### src/hdl/ccr_map.svh
// register map, field positions and timing figures of the receiver monitor
`ifndef CCR_MAP_SVH
`define CCR_MAP_SVH
`define CCR_OFS_CTRL 8'h00
`define CCR_OFS_LF_STAT 8'h04
`define CCR_OFS_LF_CLR 8'h08
`define CCR_OFS_LF_EN 8'h0C
`define CCR_OFS_CL_STAT 8'h10
`define CCR_OFS_CL_CLR 8'h14
`define CCR_OFS_CL_EN 8'h18
`define CCR_OFS_LIVE 8'h1C
`define CCR_CTRL_EDGE 0
`define CCR_CTRL_SGL 2
`define CCR_CTRL_AMI_INV 3
`define CCR_CTRL_LOS_INV 4
`define CCR_CTRL_RST 5'h00
`define CCR_LF_LOS 0
`define CCR_LF_AMI 2
`define CCR_CL_NO8 0
`define CCR_CL_NO4 2
`define CCR_LIVE_LOS 0
`define CCR_LIVE_AMI 2
`define CCR_LIVE_NO8 4
`define CCR_LIVE_NO4 6
`define CCR_MARKS 3'h7
`define CCR_REF_HZ 200000000
`define CCR_FRAME_HZ 8000
`define CCR_LOS_US 32
`define CCR_NO8_US 500
`define CCR_NO4_MS 5
`endif

### src/hdl/ccr_pkg.sv
// types shared by the receiver monitor files
package ccr_pkg;
	typedef struct packed {
		logic pulse;
		logic bpv;
		logic omit;
		logic brk;
		logic ami;
		logic ami_act;
	} ccr_evt_s;
	typedef struct packed {
		logic los_inv;
		logic ami_inv;
		logic sgl_cnt;
		logic [1:0] edge_sel;
	} ccr_ctrl_s;
endpackage : ccr_pkg

### src/hdl/ccr_receiver_monitor.sv
// two composite clock receivers with monitors and register port
//
// Function
// input is 64kHz AMI with a bipolar violation every eighth bit
// recognise the 400Hz marker given by an omitted violation
// recover 8kHz clock from markers and forward only that clock
// edge select: clock falls at violation or at following pulse
// loss of signal or AMI violation latches flag, interrupts if enabled
// loss of signal after 32us with no pulse
// AMI violation after pattern breaks in two consecutive 8-bit periods
// single break counts to leaky bucket when that option is set
// AMI invalidate option marks the clock invalid on AMI violation
// LOS invalidate option marks the clock invalid on loss of signal
// no violation for 500us latches missing-8kHz flag, always running
// no clock forwarded while the 8kHz component is absent
// no omitted marker for 5ms latches missing-400Hz flag, always running
// with 8kHz gone the AMI flag keeps being set again
// missing 400Hz neither sets AMI flag nor invalidates clock
// software masks AMI interrupt while missing-8kHz flag stands
// software may disable component interrupts and ignore those flags
// flags stay set until cleared; interrupt holds while enabled flag set
`timescale 1ns/1ps
`include "ccr_map.svh"
module ccr_receiver_monitor #(
	parameter int AW = 8,
	parameter int DW = 8,
	parameter int unsigned LOS_CYC = `CCR_LOS_US * (`CCR_REF_HZ / 1000000),
	parameter int unsigned NO8_CYC = `CCR_NO8_US * (`CCR_REF_HZ / 1000000),
	parameter int unsigned NO4_CYC = `CCR_NO4_MS * (`CCR_REF_HZ / 1000),
	parameter int unsigned HALF_CYC = `CCR_REF_HZ / (2 * `CCR_FRAME_HZ)
) (
	// clock and reset
	input wire logic ref_clk,
	input wire logic reset,
	// line comparators
	input wire logic composite_input_one_pos,
	input wire logic composite_input_one_neg,
	input wire logic composite_input_two_pos,
	input wire logic composite_input_two_neg,
	// register port
	input wire logic [AW-1:0] reg_addr,
	input wire logic [DW-1:0] reg_wdata,
	input wire logic reg_wr,
	input wire logic reg_rd,
	output logic [DW-1:0] reg_rdata,
	// to clock monitoring and selection
	output logic [1:0] recovered_clk,
	output logic [1:0] clock_invalid,
	output logic [1:0] bucket_inc,
	// interrupt
	output logic interrupt_request_pin
);
	localparam int NT = 6;

	ccr_pkg::ccr_evt_s evt [2];
	ccr_pkg::ccr_ctrl_s ctrl_q;
	logic [1:0] line_pos;
	logic [1:0] line_neg;
	logic [3:0] lf_stat_q;
	logic [3:0] lf_en_q;
	logic [3:0] cl_stat_q;
	logic [3:0] cl_en_q;
	logic [3:0] lf_set;
	logic [3:0] cl_set;
	logic [NT-1:0] tmr_restart;
	logic [NT-1:0] tmr_exp_q;
	logic [1:0] los;
	logic [1:0] no8;
	logic [1:0] no4;
	logic [1:0] ami_evt;
	logic [1:0] ami_act;
	logic [1:0] marker;
	logic [1:0] fall;
	logic [1:0] after_q;
	logic [1:0] clk8_q;
	logic [DW-1:0] rd_mux;
	logic wr_ctrl, wr_lf_clr, wr_lf_en;
	logic wr_cl_clr, wr_cl_en;
	logic [1:0] fall_ok;
	logic [3:0] lf_clr;
	logic [3:0] cl_clr;
	logic lf_irq;
	logic cl_irq;
	logic [7:0] live;
	logic [4:0] ctrl_rd;

	assign line_pos = {composite_input_two_pos, composite_input_one_pos};
	assign line_neg = {composite_input_two_neg, composite_input_one_neg};

	// per-line decoding, clock recovery
	for (genvar ch = 0; ch < 2; ch++) begin : g_ch
		logic [31:0] half_q;

		ccr_line_decode u_dec (
			.ref_clk(ref_clk),
			.reset(reset),
			.line_pos(line_pos[ch]),
			.line_neg(line_neg[ch]),
			.evt_q(evt[ch])
		);

		assign ami_evt[ch] = evt[ch].ami;
		assign ami_act[ch] = evt[ch].ami_act;
		assign los[ch] = tmr_exp_q[ch*3];
		assign no8[ch] = tmr_exp_q[ch*3+1];
		assign no4[ch] = tmr_exp_q[ch*3+2];
		assign tmr_restart[ch*3] = evt[ch].pulse;
		assign tmr_restart[ch*3+1] = evt[ch].bpv;
		// removed markers only mean something with the 8kHz present
		assign tmr_restart[ch*3+2] = evt[ch].omit & ~no8[ch];

		// omitted marker keeps the 8kHz grid for the 400Hz variant
		assign marker[ch] = evt[ch].bpv | evt[ch].omit;
		assign fall[ch] = ctrl_q.edge_sel[ch] ?
			(evt[ch].pulse & ~marker[ch] & after_q[ch]) :
			marker[ch];
		// a second fall while low would stretch the low half
		assign fall_ok[ch] = fall[ch] & clk8_q[ch];

		always_ff @(posedge ref_clk or posedge reset) begin
			if (reset) begin
				after_q[ch] <= 1'b0;
			end else if (marker[ch]) begin
				after_q[ch] <= 1'b1;
			end else if (evt[ch].pulse) begin
				after_q[ch] <= 1'b0;
			end
		end

		// low half-period runs from the fall, then high until next fall
		always_ff @(posedge ref_clk or posedge reset) begin
			if (reset) begin
				clk8_q[ch] <= 1'b1;
				half_q <= 32'h0000_0000;
			end else if (fall_ok[ch]) begin
				clk8_q[ch] <= 1'b0;
				half_q <= 32'h0000_0000;
			end else if (~clk8_q[ch]) begin
				if (half_q == HALF_CYC - 1) begin
					clk8_q[ch] <= 1'b1;
				end else begin
					half_q <= half_q + 32'h0000_0001;
				end
			end
		end

		// held high, so the monitor sees no edges with 8kHz gone
		always_ff @(posedge ref_clk or posedge reset) begin
			if (reset) begin
				recovered_clk[ch] <= 1'b1;
			end else begin
				recovered_clk[ch] <= clk8_q[ch] | no8[ch];
			end
		end

		// missing 400Hz deliberately plays no part here
		always_ff @(posedge ref_clk or posedge reset) begin
			if (reset) begin
				clock_invalid[ch] <= 1'b0;
			end else begin
				clock_invalid[ch] <= no8[ch]
					| (ctrl_q.los_inv & los[ch])
					| (ctrl_q.ami_inv & ami_act[ch]);
			end
		end

		always_ff @(posedge ref_clk or posedge reset) begin
			if (reset) begin
				bucket_inc[ch] <= 1'b0;
			end else if (ctrl_q.sgl_cnt) begin
				bucket_inc[ch] <= evt[ch].brk;
			end else begin
				bucket_inc[ch] <= evt[ch].ami;
			end
		end
	end

	// absence timers: los, no-8kHz, no-400Hz per line
	for (genvar k = 0; k < NT; k++) begin : g_tmr
		localparam int unsigned LIM = (k % 3 == 0) ? LOS_CYC :
			(k % 3 == 1) ? NO8_CYC : NO4_CYC;
		logic [31:0] cnt_q;

		// free running by design: these detectors cannot be switched off
		always_ff @(posedge ref_clk or posedge reset) begin
			if (reset) begin
				cnt_q <= 32'h0000_0000;
				tmr_exp_q[k] <= 1'b0;
			end else if (tmr_restart[k]) begin
				cnt_q <= 32'h0000_0000;
				tmr_exp_q[k] <= 1'b0;
			end else if (cnt_q == LIM - 1) begin
				tmr_exp_q[k] <= 1'b1;
			end else begin
				cnt_q <= cnt_q + 32'h0000_0001;
			end
		end
	end

	// write decode
	assign wr_ctrl = reg_wr & (reg_addr == AW'(`CCR_OFS_CTRL));
	assign wr_lf_clr = reg_wr & (reg_addr == AW'(`CCR_OFS_LF_CLR));
	assign wr_lf_en = reg_wr & (reg_addr == AW'(`CCR_OFS_LF_EN));
	assign wr_cl_clr = reg_wr & (reg_addr == AW'(`CCR_OFS_CL_CLR));
	assign wr_cl_en = reg_wr & (reg_addr == AW'(`CCR_OFS_CL_EN));

	always_ff @(posedge ref_clk or posedge reset) begin
		if (reset) begin
			ctrl_q <= `CCR_CTRL_RST;
		end else if (wr_ctrl) begin
			ctrl_q.edge_sel <= reg_wdata[`CCR_CTRL_EDGE +: 2];
			ctrl_q.sgl_cnt <= reg_wdata[`CCR_CTRL_SGL];
			ctrl_q.ami_inv <= reg_wdata[`CCR_CTRL_AMI_INV];
			ctrl_q.los_inv <= reg_wdata[`CCR_CTRL_LOS_INV];
		end
	end

	always_ff @(posedge ref_clk or posedge reset) begin
		if (reset) begin
			lf_en_q <= 4'h0;
		end else if (wr_lf_en) begin
			lf_en_q <= reg_wdata[3:0];
		end
	end

	always_ff @(posedge ref_clk or posedge reset) begin
		if (reset) begin
			cl_en_q <= 4'h0;
		end else if (wr_cl_en) begin
			cl_en_q <= reg_wdata[3:0];
		end
	end

	// conditions that persist keep setting their flag; set beats clear
	always_comb begin
		lf_set = 4'h0;
		lf_set[`CCR_LF_LOS +: 2] = los;
		lf_set[`CCR_LF_AMI +: 2] = ami_evt;
	end

	always_comb begin
		cl_set = 4'h0;
		cl_set[`CCR_CL_NO8 +: 2] = no8;
		cl_set[`CCR_CL_NO4 +: 2] = no4;
	end

	// clear masks exist only in the cycle of the write
	always_comb begin
		lf_clr = 4'h0;
		if (wr_lf_clr) begin
			lf_clr = reg_wdata[3:0];
		end
	end

	always_comb begin
		cl_clr = 4'h0;
		if (wr_cl_clr) begin
			cl_clr = reg_wdata[3:0];
		end
	end

	always_ff @(posedge ref_clk or posedge reset) begin
		if (reset) begin
			lf_stat_q <= 4'h0;
		end else begin
			lf_stat_q <= (lf_stat_q & ~lf_clr) | lf_set;
		end
	end

	always_ff @(posedge ref_clk or posedge reset) begin
		if (reset) begin
			cl_stat_q <= 4'h0;
		end else begin
			cl_stat_q <= (cl_stat_q & ~cl_clr) | cl_set;
		end
	end

	// one level request for all enabled flags
	assign lf_irq = |(lf_stat_q & lf_en_q);
	assign cl_irq = |(cl_stat_q & cl_en_q);

	always_ff @(posedge ref_clk or posedge reset) begin
		if (reset) begin
			interrupt_request_pin <= 1'b0;
		end else begin
			interrupt_request_pin <= lf_irq | cl_irq;
		end
	end

	// live conditions and control fields packed for read back
	always_comb begin
		live = 8'h00;
		live[`CCR_LIVE_LOS +: 2] = los;
		live[`CCR_LIVE_AMI +: 2] = ami_act;
		live[`CCR_LIVE_NO8 +: 2] = no8;
		live[`CCR_LIVE_NO4 +: 2] = no4;
	end

	always_comb begin
		ctrl_rd = 5'h00;
		ctrl_rd[`CCR_CTRL_EDGE +: 2] = ctrl_q.edge_sel;
		ctrl_rd[`CCR_CTRL_SGL] = ctrl_q.sgl_cnt;
		ctrl_rd[`CCR_CTRL_AMI_INV] = ctrl_q.ami_inv;
		ctrl_rd[`CCR_CTRL_LOS_INV] = ctrl_q.los_inv;
	end

	// read mux; clear registers are write-only and read zero
	always_comb begin
		rd_mux = '0;
		case (reg_addr)
			AW'(`CCR_OFS_CTRL): begin
				rd_mux[4:0] = ctrl_rd;
			end
			AW'(`CCR_OFS_LF_STAT): begin
				rd_mux[3:0] = lf_stat_q;
			end
			AW'(`CCR_OFS_LF_EN): begin
				rd_mux[3:0] = lf_en_q;
			end
			AW'(`CCR_OFS_CL_STAT): begin
				rd_mux[3:0] = cl_stat_q;
			end
			AW'(`CCR_OFS_CL_EN): begin
				rd_mux[3:0] = cl_en_q;
			end
			AW'(`CCR_OFS_LIVE): begin
				rd_mux[7:0] = live;
			end
			default: begin
				rd_mux = '0;
			end
		endcase
	end

	// data stand only in the cycle after the strobe
	always_ff @(posedge ref_clk or posedge reset) begin
		if (reset) begin
			reg_rdata <= '0;
		end else if (reg_rd) begin
			reg_rdata <= rd_mux;
		end else begin
			reg_rdata <= '0;
		end
	end
endmodule : ccr_receiver_monitor

### src/hdl/ccr_line_decode.sv
// one composite clock line: pulse, violation and pattern decoding
`timescale 1ns/1ps
`include "ccr_map.svh"
module ccr_line_decode (
	// clock and reset
	input wire logic ref_clk,
	input wire logic reset,
	// comparator levels of the line
	input wire logic line_pos,
	input wire logic line_neg,
	// decoded events
	output ccr_pkg::ccr_evt_s evt_q
);
	logic [2:0] pos_sync_q;
	logic [2:0] neg_sync_q;
	logic last_pol_q;
	logic seen_q;
	logic [2:0] mark_cnt_q;
	logic prev_brk_q;
	logic pos_rise, neg_rise, start, same_pol, is_bpv, is_norm;
	logic full, omit, brk, per_end;

	// stage 0 feeds stage 1 only; stage 2 is the edge history
	always_ff @(posedge ref_clk or posedge reset) begin
		if (reset) begin
			pos_sync_q <= 3'h0;
			neg_sync_q <= 3'h0;
		end else begin
			pos_sync_q <= {pos_sync_q[1:0], line_pos};
			neg_sync_q <= {neg_sync_q[1:0], line_neg};
		end
	end

	assign pos_rise = pos_sync_q[1] & ~pos_sync_q[2];
	assign neg_rise = neg_sync_q[1] & ~neg_sync_q[2];
	assign start = pos_rise | neg_rise;
	assign same_pol = seen_q & (pos_rise == last_pol_q);
	assign is_bpv = start & same_pol;
	assign is_norm = start & ~same_pol;
	assign full = (mark_cnt_q == `CCR_MARKS);
	// eighth mark without violation: removed marker
	assign omit = is_norm & full;
	assign brk = (is_bpv & ~full) | omit;
	assign per_end = is_bpv | omit;

	always_ff @(posedge ref_clk or posedge reset) begin
		if (reset) begin
			last_pol_q <= 1'b0;
			seen_q <= 1'b0;
		end else if (start) begin
			last_pol_q <= pos_rise;
			seen_q <= 1'b1;
		end
	end

	always_ff @(posedge ref_clk or posedge reset) begin
		if (reset) begin
			mark_cnt_q <= 3'h0;
		end else if (per_end) begin
			mark_cnt_q <= 3'h0;
		end else if (is_norm) begin
			mark_cnt_q <= mark_cnt_q + 3'h1;
		end
	end

	always_ff @(posedge ref_clk or posedge reset) begin
		if (reset) begin
			prev_brk_q <= 1'b0;
		end else if (per_end) begin
			prev_brk_q <= brk;
		end
	end

	always_ff @(posedge ref_clk or posedge reset) begin
		if (reset) begin
			evt_q <= '0;
		end else begin
			evt_q.pulse <= start;
			evt_q.bpv <= is_bpv;
			evt_q.omit <= omit;
			evt_q.brk <= per_end & brk;
			evt_q.ami <= per_end & brk & prev_brk_q;
			if (per_end & brk & prev_brk_q) begin
				evt_q.ami_act <= 1'b1;
			end else if (per_end & ~brk) begin
				evt_q.ami_act <= 1'b0;
			end
		end
	end
endmodule : ccr_line_decode

### config.mk
export PLATFORM = sky130hd
export DESIGN_NAME = ccr_receiver_monitor
export DESIGN_NICKNAME = d
export VERILOG_FILES = /design/src/hdl/ccr_pkg.sv /design/src/hdl/ccr_receiver_monitor.sv /design/src/hdl/ccr_line_decode.sv
export VERILOG_INCLUDE_DIRS = /design/src /design/src/hdl
export SDC_FILE = /design/constraint.sdc
export NUM_CORES = 1
export LEC_CHECK = 0
export BUFFER_PORTS_ARGS = -buffer_cell sky130_fd_sc_hd__buf_2
export CORE_MARGIN = 5
export CORE_UTILIZATION = 60
export CTS_CLUSTER_SIZE = 28
export DETAILED_ROUTE_END_ITERATION = 8
export PLACE_DENSITY_LB_ADDON = 0.08
export SLEW_MARGIN = 5
export SYNTH_ARGS = -nofsm -noshare
export SYNTH_HDL_FRONTEND = slang
export SYNTH_SLANG_ARGS = --single-unit
### constraint.sdc
create_clock -name ref_clk -period 12.5 [get_ports ref_clk]
set_input_delay 1.25 -clock ref_clk [delete_from_list [all_inputs] [get_ports ref_clk]]
set_output_delay 1.25 -clock ref_clk [all_outputs]
set_load 0.01 [all_outputs]
# Yosys cells after proc, flatten, opt, wreduce, memory -nomap -nowiden
# Cells that the tools add are included.
# totals
reg_bits	338
in_bits	24
out_inout_bits	15
# classes
n_addsub	10
n_eq_ne	29
n_mux	58
bitwise_logic	74
n_reduce_logical	17
# op_table
op	n
two-way mux 32 bit	18
adder 32 x 1 -> 32 bit (second input constant)	8
equality test 32 x 13 -> 1 bit (second input constant)	2
equality test 32 x 14 -> 1 bit (second input constant)	2
equality test 32 x 17 -> 1 bit (second input constant)	2
equality test 32 x 20 -> 1 bit (second input constant)	2
bitwise AND 1 bit	37
equality test 8 x 5 -> 1 bit (second input constant)	4
two-way mux 1 bit	30
one-hot mux 4 bit (6 select lines)	1
nonzero test 2 bit	12
bitwise AND 4 bit	4
equality test 8 x 4 -> 1 bit (second input constant)	2
two-way mux 3 bit	5
OR 1 bit	15
inverter 1 bit	14
!= test 2 x 1 -> 1 bit (second input constant)	6
equality test 8 x 3 -> 1 bit (second input constant)	1
zero test 8 bit	1
two-way mux 4 bit	2
two-way mux 8 bit	1
!= test 2 bit (second input constant)	4
inverter 4 bit	2
OR 4 bit	2
6 further kinds	11

# Logic depth before layout (Yosys ltp)
# Gate-level depths: netlist of the first run.
# depth
ltp_word	12
mapped_depth	8

# By module
# Synthesis of the first run repeated with hierarchy kept, for this count alone.
# hier_totals
cells_unflattened	1653
area_unflattened_um2	16552.1
# modules_own_cells
mod	instances	cells_per_inst	area_per_inst_um2	seq_area_each_um2
ccr_receiver_monitor	1	1549	15195.8	7562.3
ccr_line_decode	2	52	678.2	450.4

# Worst setup path after synthesis of the first run
# Ideal clock, no wire load.
# synth_timing
path_kind	input to register
start	in reg_addr[5]
end	reg reg_rdata[0]
arrival_time_ns	2.717
slack_ns	9.699
path_stages	4
n_path_buf	0
path_cell_list	or4b_2 nor3_1 a221oi_1 a21boi_0
# synth_between
elab_chain_len	3
elab_cells_between_ends	8
# synth_rtl
element	line	text
from (decl)	ccr_receiver_monitor.sv:41	input wire logic [AW-1:0] reg_addr,
equality test 8 x 5 -> 1 bit, or another cell as far along	ccr_receiver_monitor.sv:310	case (reg_addr)
one-hot mux 4 bit (6 select lines) *	ccr_receiver_monitor.sv:310	
two-way mux 8 bit *	ccr_receiver_monitor.sv:339	end else if (reg_rd) begin
to (signal assigned)	ccr_receiver_monitor.sv:340	reg_rdata <= rd_mux;
to (decl)	ccr_receiver_monitor.sv:45	output logic [DW-1:0] reg_rdata,
# Every way passes the cells marked *; elsewhere a longest branch is shown, timed or not.
# A chain may end at the register's enable or synchronous reset.

==> results of run 1 <==
[registers in the layout, indices dropped and copies added (netlist names), 4 cells and up]
signal and cells:
g_tmr.cnt_q 192, g_ch.half_q 64, g_ch.u_dec.evt_q 12, reg_rdata 8
g_ch.u_dec.mark_cnt_q 6, g_ch.u_dec.neg_sync_q 6, g_ch.u_dec.pos_sync_q 6, ctrl_q 5
cl_en_q 4, cl_set 4, cl_stat_q 4, lf_en_q 4
lf_stat_q 4
[cells in the final DEF (no fill, tap or decap), types with 13 or more instances in the layout]
| cell type | instances |
|---|---|
| clkbuf_16 | 39 |
| or4_1 | 17 |
| and4_1 | 30 |
| and3_1 | 28 |
| nor4_1 | 54 |
| xor2_1 | 89 |
| a21oi_1 | 45 |
| inv_1 | 34 |
| xnor2_1 | 81 |
| or3_1 | 37 |
| nor3_1 | 50 |
| o31ai_1 | 13 |
| buf_2 | 35 |
| nor2_1 | 237 |
| nand2_1 | 115 |
| o21ai_0 | 61 |
| mux2i_1 | 13 |
| and2_1 | 16 |
| dfrtp_1 | 334 |
| mux2_2 | 17 |
| nand4_1 | 79 |
| nand3_1 | 104 |
[metal layers]
layer | vias to the layer above | wire, µm | global-route usage (%)
li1 | 6025 | - | -
met1 | 5969 | 15900 | 31.6
met2 | 203 | 15300 | 34.6
met3 | 57 | 1200 | 3.12
met4 | 2 | 739 | 5.96
met5 | - | 13 | 0
[final cells by class]
cell class | count | area share, %
flip-flops and latches | 338 | 46.7
well taps | 341 | 2.36
clock buffers | 51 | 5.91
inverters | 35 | 0.767
multi-input cells | 1238 | 41.8
repair buffers | 47 | 1.46
clock inverters | 15 | 0.905
diodes | 4 | 0.0553
[worst max path at each step]
| stage | start | to | slack, ns |
|---|---|---|---|
| 2_1_floorplan | reset | after_q[0] | 1.89 |
| 3_3_place_gp | reset | g_tmr[4].cnt_q[13] | 8.75 |
| 3_5_place_dp | reset | g_tmr[4].cnt_q[13] | 8.73 |
| 4_1_cts | reset | g_tmr[4].cnt_q[15] | 9.27 |
| 5_1_grt | reset | g_tmr[4].cnt_q[13] | 8.94 |
| 6_report | reset | g_tmr[4].cnt_q[9] | 9.41 |
[cell families after synthesis]
family	share of synthesized area [%]
multiplexers	1.96
buffers and inverters	2.34
adder cells (fa/ha/maj)	0.915
XOR/XNOR	9.07
AND/OR/NAND/NOR	27.2
flip-flops	51.6
AO/OA/AOI/OAI	6.98
[power by group through the flow]
stage	Clock [mW]	Combinational [mW]	Sequential [mW]
2_1_floorplan	0	0.133	1.21
3_3_place_gp	0	0.155	1.23
3_5_place_dp	0	0.162	1.23
4_1_cts	1.12	0.165	1.21
5_1_grt	1.17	0.188	1.22
6_report	1.10	0.161	1.21
[per-stage QoR]
stage	util, %	cells
2_1_floorplan	-	1675
3_3_place_gp	62.6	1999
3_5_place_dp	62.6	1999
4_1_cts	67.2	2065
5_1_grt	67.2	2068
6_report	67.2	2069
==> run_results.csv, run 1 <==
group,metric,value,unit
cells_and_area,layout-drive-gt1-share,9.45,%
setup_path,cp_cell_sequence,"buf_2 > inv_8 > buf_4 > buf_4",
power,swShare,24.0,%
floorplanning,die_area,0.0308,mm²
floorplanning,ios,39,
logic_synthesis,synth_common_cells,"dfrtp_1 (334), nor2_1 (237), nand2_1 (115)",
clocking,post_cts_buffers,0,
setup_path,worst_path_largest_cell_delay,0.79,ns
logic_synthesis,async_reset_ff_share,100,%
setup_path,r2r_slack,9.60,ns
clocking,cts_root_buf,"clkbuf_16",
power,power.switching,0.593,mW
floorplanning,rows,60,
timing,hold_slack,0.346,ns
setup_path,reg2regPathDepth,4,
drt,route.detailed.drc,0,
placed_design,pre_cts_ws,8.73,ns
drt,routed_wl,33.1,mm
setup_path,worstPathRequired,13.06,ns
drt,ant_nets,0,
cells_and_area,multiInputGateArea,0.00758,mm²
timing,setup_tns,0,ns
setup_path,arrival,3.65,ns
timing,fmax,324,MHz
status,outcome,"completed",
setup_path,critPathSlowestCell,"buf_4",
clocking,cts_buffer_depth,3,
clocking,cts_hold_buf,0,
min_path,holdPathEnd,"g_ch[0].u_dec.pos_sync_q[1]",
run,maxCapViolations,0,
logic_synthesis,syn-num-nets,1711,
min_path,min_from,"g_ch[0].u_dec.pos_sync_q[0]",
timing,setup_violations,0,
logic_synthesis,synth.most_common_cell,"dfrtp_1",
cells_and_area,fillers,2167,
floorplanning,die_w,175,µm
global_routing,grt_max_degree,138,
setup_path,worstReg2RegStart,"g_ch[1].u_dec.evt_q[4]",
timing,rsz0062_at_grt,"false",
setup_path,crit_path_end_kind,"asynchronous set/reset pin",
global_routing,overflow,0,
setup_path,path_max_fanout,137,
setup_path,cpMostUsedCell,"buf_4",
floorplanning,core_area,0.0270,mm²
logic_synthesis,seq_area_frac_synth,51.6,%
clocking,cts_resized,0,
logic_synthesis,synth_top_cell_by_area,"dfrtp_1",
cells_and_area,fin_nets,1733,
logic_synthesis,ys_dominant_reg_cell,"dfrtp_1",
power,clock_power_share,44.3,%
timing,setup_ws,9.41,ns
placed_design,io_buffer_count,35,
power,p_seq_share,49.1,%
placed_design,routabilityCongestion,0.850,
clocking,cts_made_buffers,37,
floorplanning,start_util,60.9,%
floorplanning,fp.dieH,175,µm
timing,fin_crit_sh,24.7,%
global_routing,antenna_found_initial,4,
logic_synthesis,synth_cells,1675,
clocking,clk_pin_slew_worst_paths,0.06,ns
drt,avgViaCountPerCell,5.92,
logic_synthesis,synth-edff-count,0,
timing,tightest_slew,1.29,ns
placed_design,dp_hpwl,21.5,mm
power,pwr_density_cell,136,mW/mm²
setup_path,critical_path_class,"in2async",
drt,wl_per_cell,16.0,µm
logic_synthesis,ys_warn_count,0,
timing,max-slew-margin-rel,13.4,%
power,p_int,1.88,mW
cells_and_area,regArea,0.00846,mm²
drt,dr_total_vias,12300,
clocking,cts_sinks,338,
clocking,cts_tree,"yes",
logic_synthesis,synth_area,0.0164,mm²
setup_path,path_depth,4,
global_routing,grt_pass1_wl,57.3,mm
clocking,insertion_delay,0.52,ns
power,power.total,2.47,mW
timing,slew_violations,0,
drt,drtIter0Drc,910,
power,leakagePower,7.87,nW
global_routing,grt_pass1_vias,11800,
logic_synthesis,synth_top_cell_area_share,50.9,%
setup_path,r2r_end,"g_ch[1].half_q[28]",
timing,skew,0.0177,ns
cells_and_area,design_area,0.0181,mm²
global_routing,grt_usage,21.7,%
min_path,min_path_cells,0,
power,peakVddDrop,0.0000952,V
placed_design,placed_area,0.0169,mm²
setup_path,crit_family,"buffers and inverters",
timing,period_needed,3.09,ns
cells_and_area,area_delta_synth_final,10.4,%
setup_path,start_kind,"input port",
logic_synthesis,synth_area_per_cell,9.80,µm²
logic_synthesis,synthTopCellsByArea,"dfrtp_1 (51%), nor2_1 (5.4%), xor2_1 (4.7%), xnor2_1 (4.3%), nand3_1 (3.2%)",
power,p_comb_share,6.5,%
timing,timing.final.hold_violations,0,
logic_synthesis,synth.distinct_cells,62,
setup_path,path_buf_inv,4,
logic_synthesis,synth-seq-cells,338,
drt,drt_pass1_iterations,5,
clocking,htreeDepth,2,
min_path,hp-class,"reg2reg",
(Power assumes the default switching activity.)
==> run 2, diff against run 1 <==
CORE_UTILIZATION = 57   (was 60)
clock period = 2.65 ns   (was 12.5 ns; I/O delays follow)
==> run_results.csv, run 2 (synthesis results as in run 1) <==
group,metric,value,unit
drt,ant_nets,0,
placed_design,routabilityCongestion,0.816,
power,p_comb_share,7.0,%
clocking,cts_buffer_depth,3,
clocking,cts_root_buf,"clkbuf_16",
cells_and_area,fillers,2405,
floorplanning,start_util,57.5,%
power,swShare,23.8,%
global_routing,grt_pass1_wl,57.7,mm
cells_and_area,regMostFlops,"g_tmr.cnt_q",
power,peakVddDrop,0.000495,V
setup_path,start_kind,"register",
setup_path,critical_path_class,"reg2reg",
floorplanning,die_area,0.0323,mm²
global_routing,grt_max_degree,77,
drt,route.detailed.drc,0,
placed_design,dp_hpwl,21.9,mm
cells_and_area,fin_nets,1760,
power,power.switching,2.76,mW
timing,timing.final.hold_violations,0,
drt,routed_wl,32.9,mm
global_routing,overflow,0,
drt,highest_layer,"met4",
clocking,clk_pin_slew_worst_paths,0.06,ns
cells_and_area,final_common_cell,"dfrtp_1",
clocking,post_cts_buffers,0,
drt,drtIter0Drc,747,
power,leakagePower,8.03,nW
placed_design,placed_area,0.0171,mm²
timing,tightest_slew,1.26,ns
timing,setup_violations,0,
min_path,hp-class,"in2reg",
drt,wl_met2,15.4,mm
power,pwr_density_cell,630,mW/mm²
global_routing,antenna_found_initial,2,
clocking,insertion_delay,0.52,ns
timing,rsz0062_at_grt,"false",
setup_path,worstPathRequired,3.06,ns
timing,fin_crit_sh,93.1,%
drt,avgViaCountPerCell,5.74,
drt,dr_total_vias,12300,
floorplanning,fp.dieH,180,µm
global_routing,grt_pass1_vias,11800,
run,maxCapViolations,0,
drt,routedLengthMet1,16.0,mm
floorplanning,rows,62,
cells_and_area,layout-drive-gt1-share,10.6,%
clocking,cts_hold_buf,5,
drt,wl_per_cell,15.4,µm
clocking,cts_resized,0,
timing,slew_violations,0,
drt,drt_pass1_iterations,5,
clocking,cts_tree,"yes",
power,p_int,8.84,mW
cells_and_area,design_area,0.0184,mm²
cells_and_area,most-common-layout-cells,"dfrtp_1 (334), nor2_1 (237), nand2_1 (115)",
placed_design,io_buffer_count,35,
floorplanning,ios,39,
timing,skew,0.0144,ns
placed_design,pre_cts_ws,0.209,ns
global_routing,grt_usage,20.6,%
timing,max-slew-margin-rel,15.3,%
floorplanning,die_w,180,µm
setup_path,path_max_fanout,19,
placed_design,dp.cells,2063,
cells_and_area,area_delta_synth_final,12.3,%
timing,hold_slack,0.0481,ns
status,outcome,"completed",
setup_path,arrival,2.87,ns
cells_and_area,finalNonFillerCells,2138,
drt,met3_wirelength,1.04,mm
power,p_seq_share,49.0,%
power,power.total,11.6,mW
timing,period_needed,2.47,ns
timing,setup_ws,0.182,ns
setup_path,crit_path_end_kind,"register",
floorplanning,core_area,0.0285,mm²
cells_and_area,largest_reg_flops,192,
timing,fmax,405,MHz
cells_and_area,top_regs,"g_tmr.cnt_q (192), g_ch.half_q (64), g_ch.u_dec.evt_q (12)",
clocking,htreeDepth,2,
clocking,cts_sinks,338,
power,clock_power_share,44.0,%
clocking,cts_made_buffers,38,
==> run 2: power by group through the flow <==
stage	Combinational (mW)	Sequential, mW	Clock (mW)
detailed placement	0.817	5.77	0
global placement	0.787	5.77	0
finish	0.807	5.69	5.10
floorplan	0.627	5.71	0
CTS	0.825	5.69	5.24
global route	0.956	5.74	5.50
==> run 2: layout make-up <==
cell class / instances / area (µm²) / share of cell area (%)
inverter: 35 / 135 / 0.733
multi-input combinational: 1238 / 7580 / 41.1
tap: 384 / 480 / 2.61
clock inverter: 14 / 126 / 0.686
clock buffer: 54 / 1100 / 5.98
sequential: 338 / 8460 / 45.9
timing repair buffer: 73 / 536 / 2.91
antenna: 2 / 5.00 / 0.0272
==> run 2: per-stage QoR <==
stage / setup TNS, ns / utilization [%]
3_3_place_gp: 0 / 60.0
6_report: 0 / 64.5
3_5_place_dp: 0 / 60.0
2_1_floorplan: -715.14 / -
5_1_grt: 0 / 64.5
4_1_cts: 0 / 64.5
==> run 2: final timing paths <==
kind,startpoint,endpoint,slack [ns],depth (start not counted)
max reg2reg,g_ch[0].half_q[21],g_ch[0].half_q[5],0.18,5
min reg2reg,g_ch[1].u_dec.neg_sync_q[0],g_ch[1].u_dec.neg_sync_q[1],0.35,0
min in group asynchronous,reset,g_ch[1].u_dec.pos_sync_q[0],0.38,3
min,reg_wdata[0],lf_en_q[0],0.05,2
max in group asynchronous,reset,g_tmr[0].cnt_q[6],1.47,4
max,g_ch[0].half_q[21],g_ch[0].half_q[5],0.18,5
==> run 2: worst max-delay path: stages (launching register included) <==
cell and delay (ns):
dfrtp_1 0.44, or4_1 0.55, or4_4 0.57, o21bai_4 0.41, o311ai_0 0.26, o41ai_1 0.14
==> run 2: per-layer routing <==
layer | global-route usage, % | up-vias
met4 | 5.15 | 0
met3 | 3.13 | 38
met1 | 30.5 | 5990
met5 | 0 | -
li1 | - | 6086
met2 | 32.2 | 149
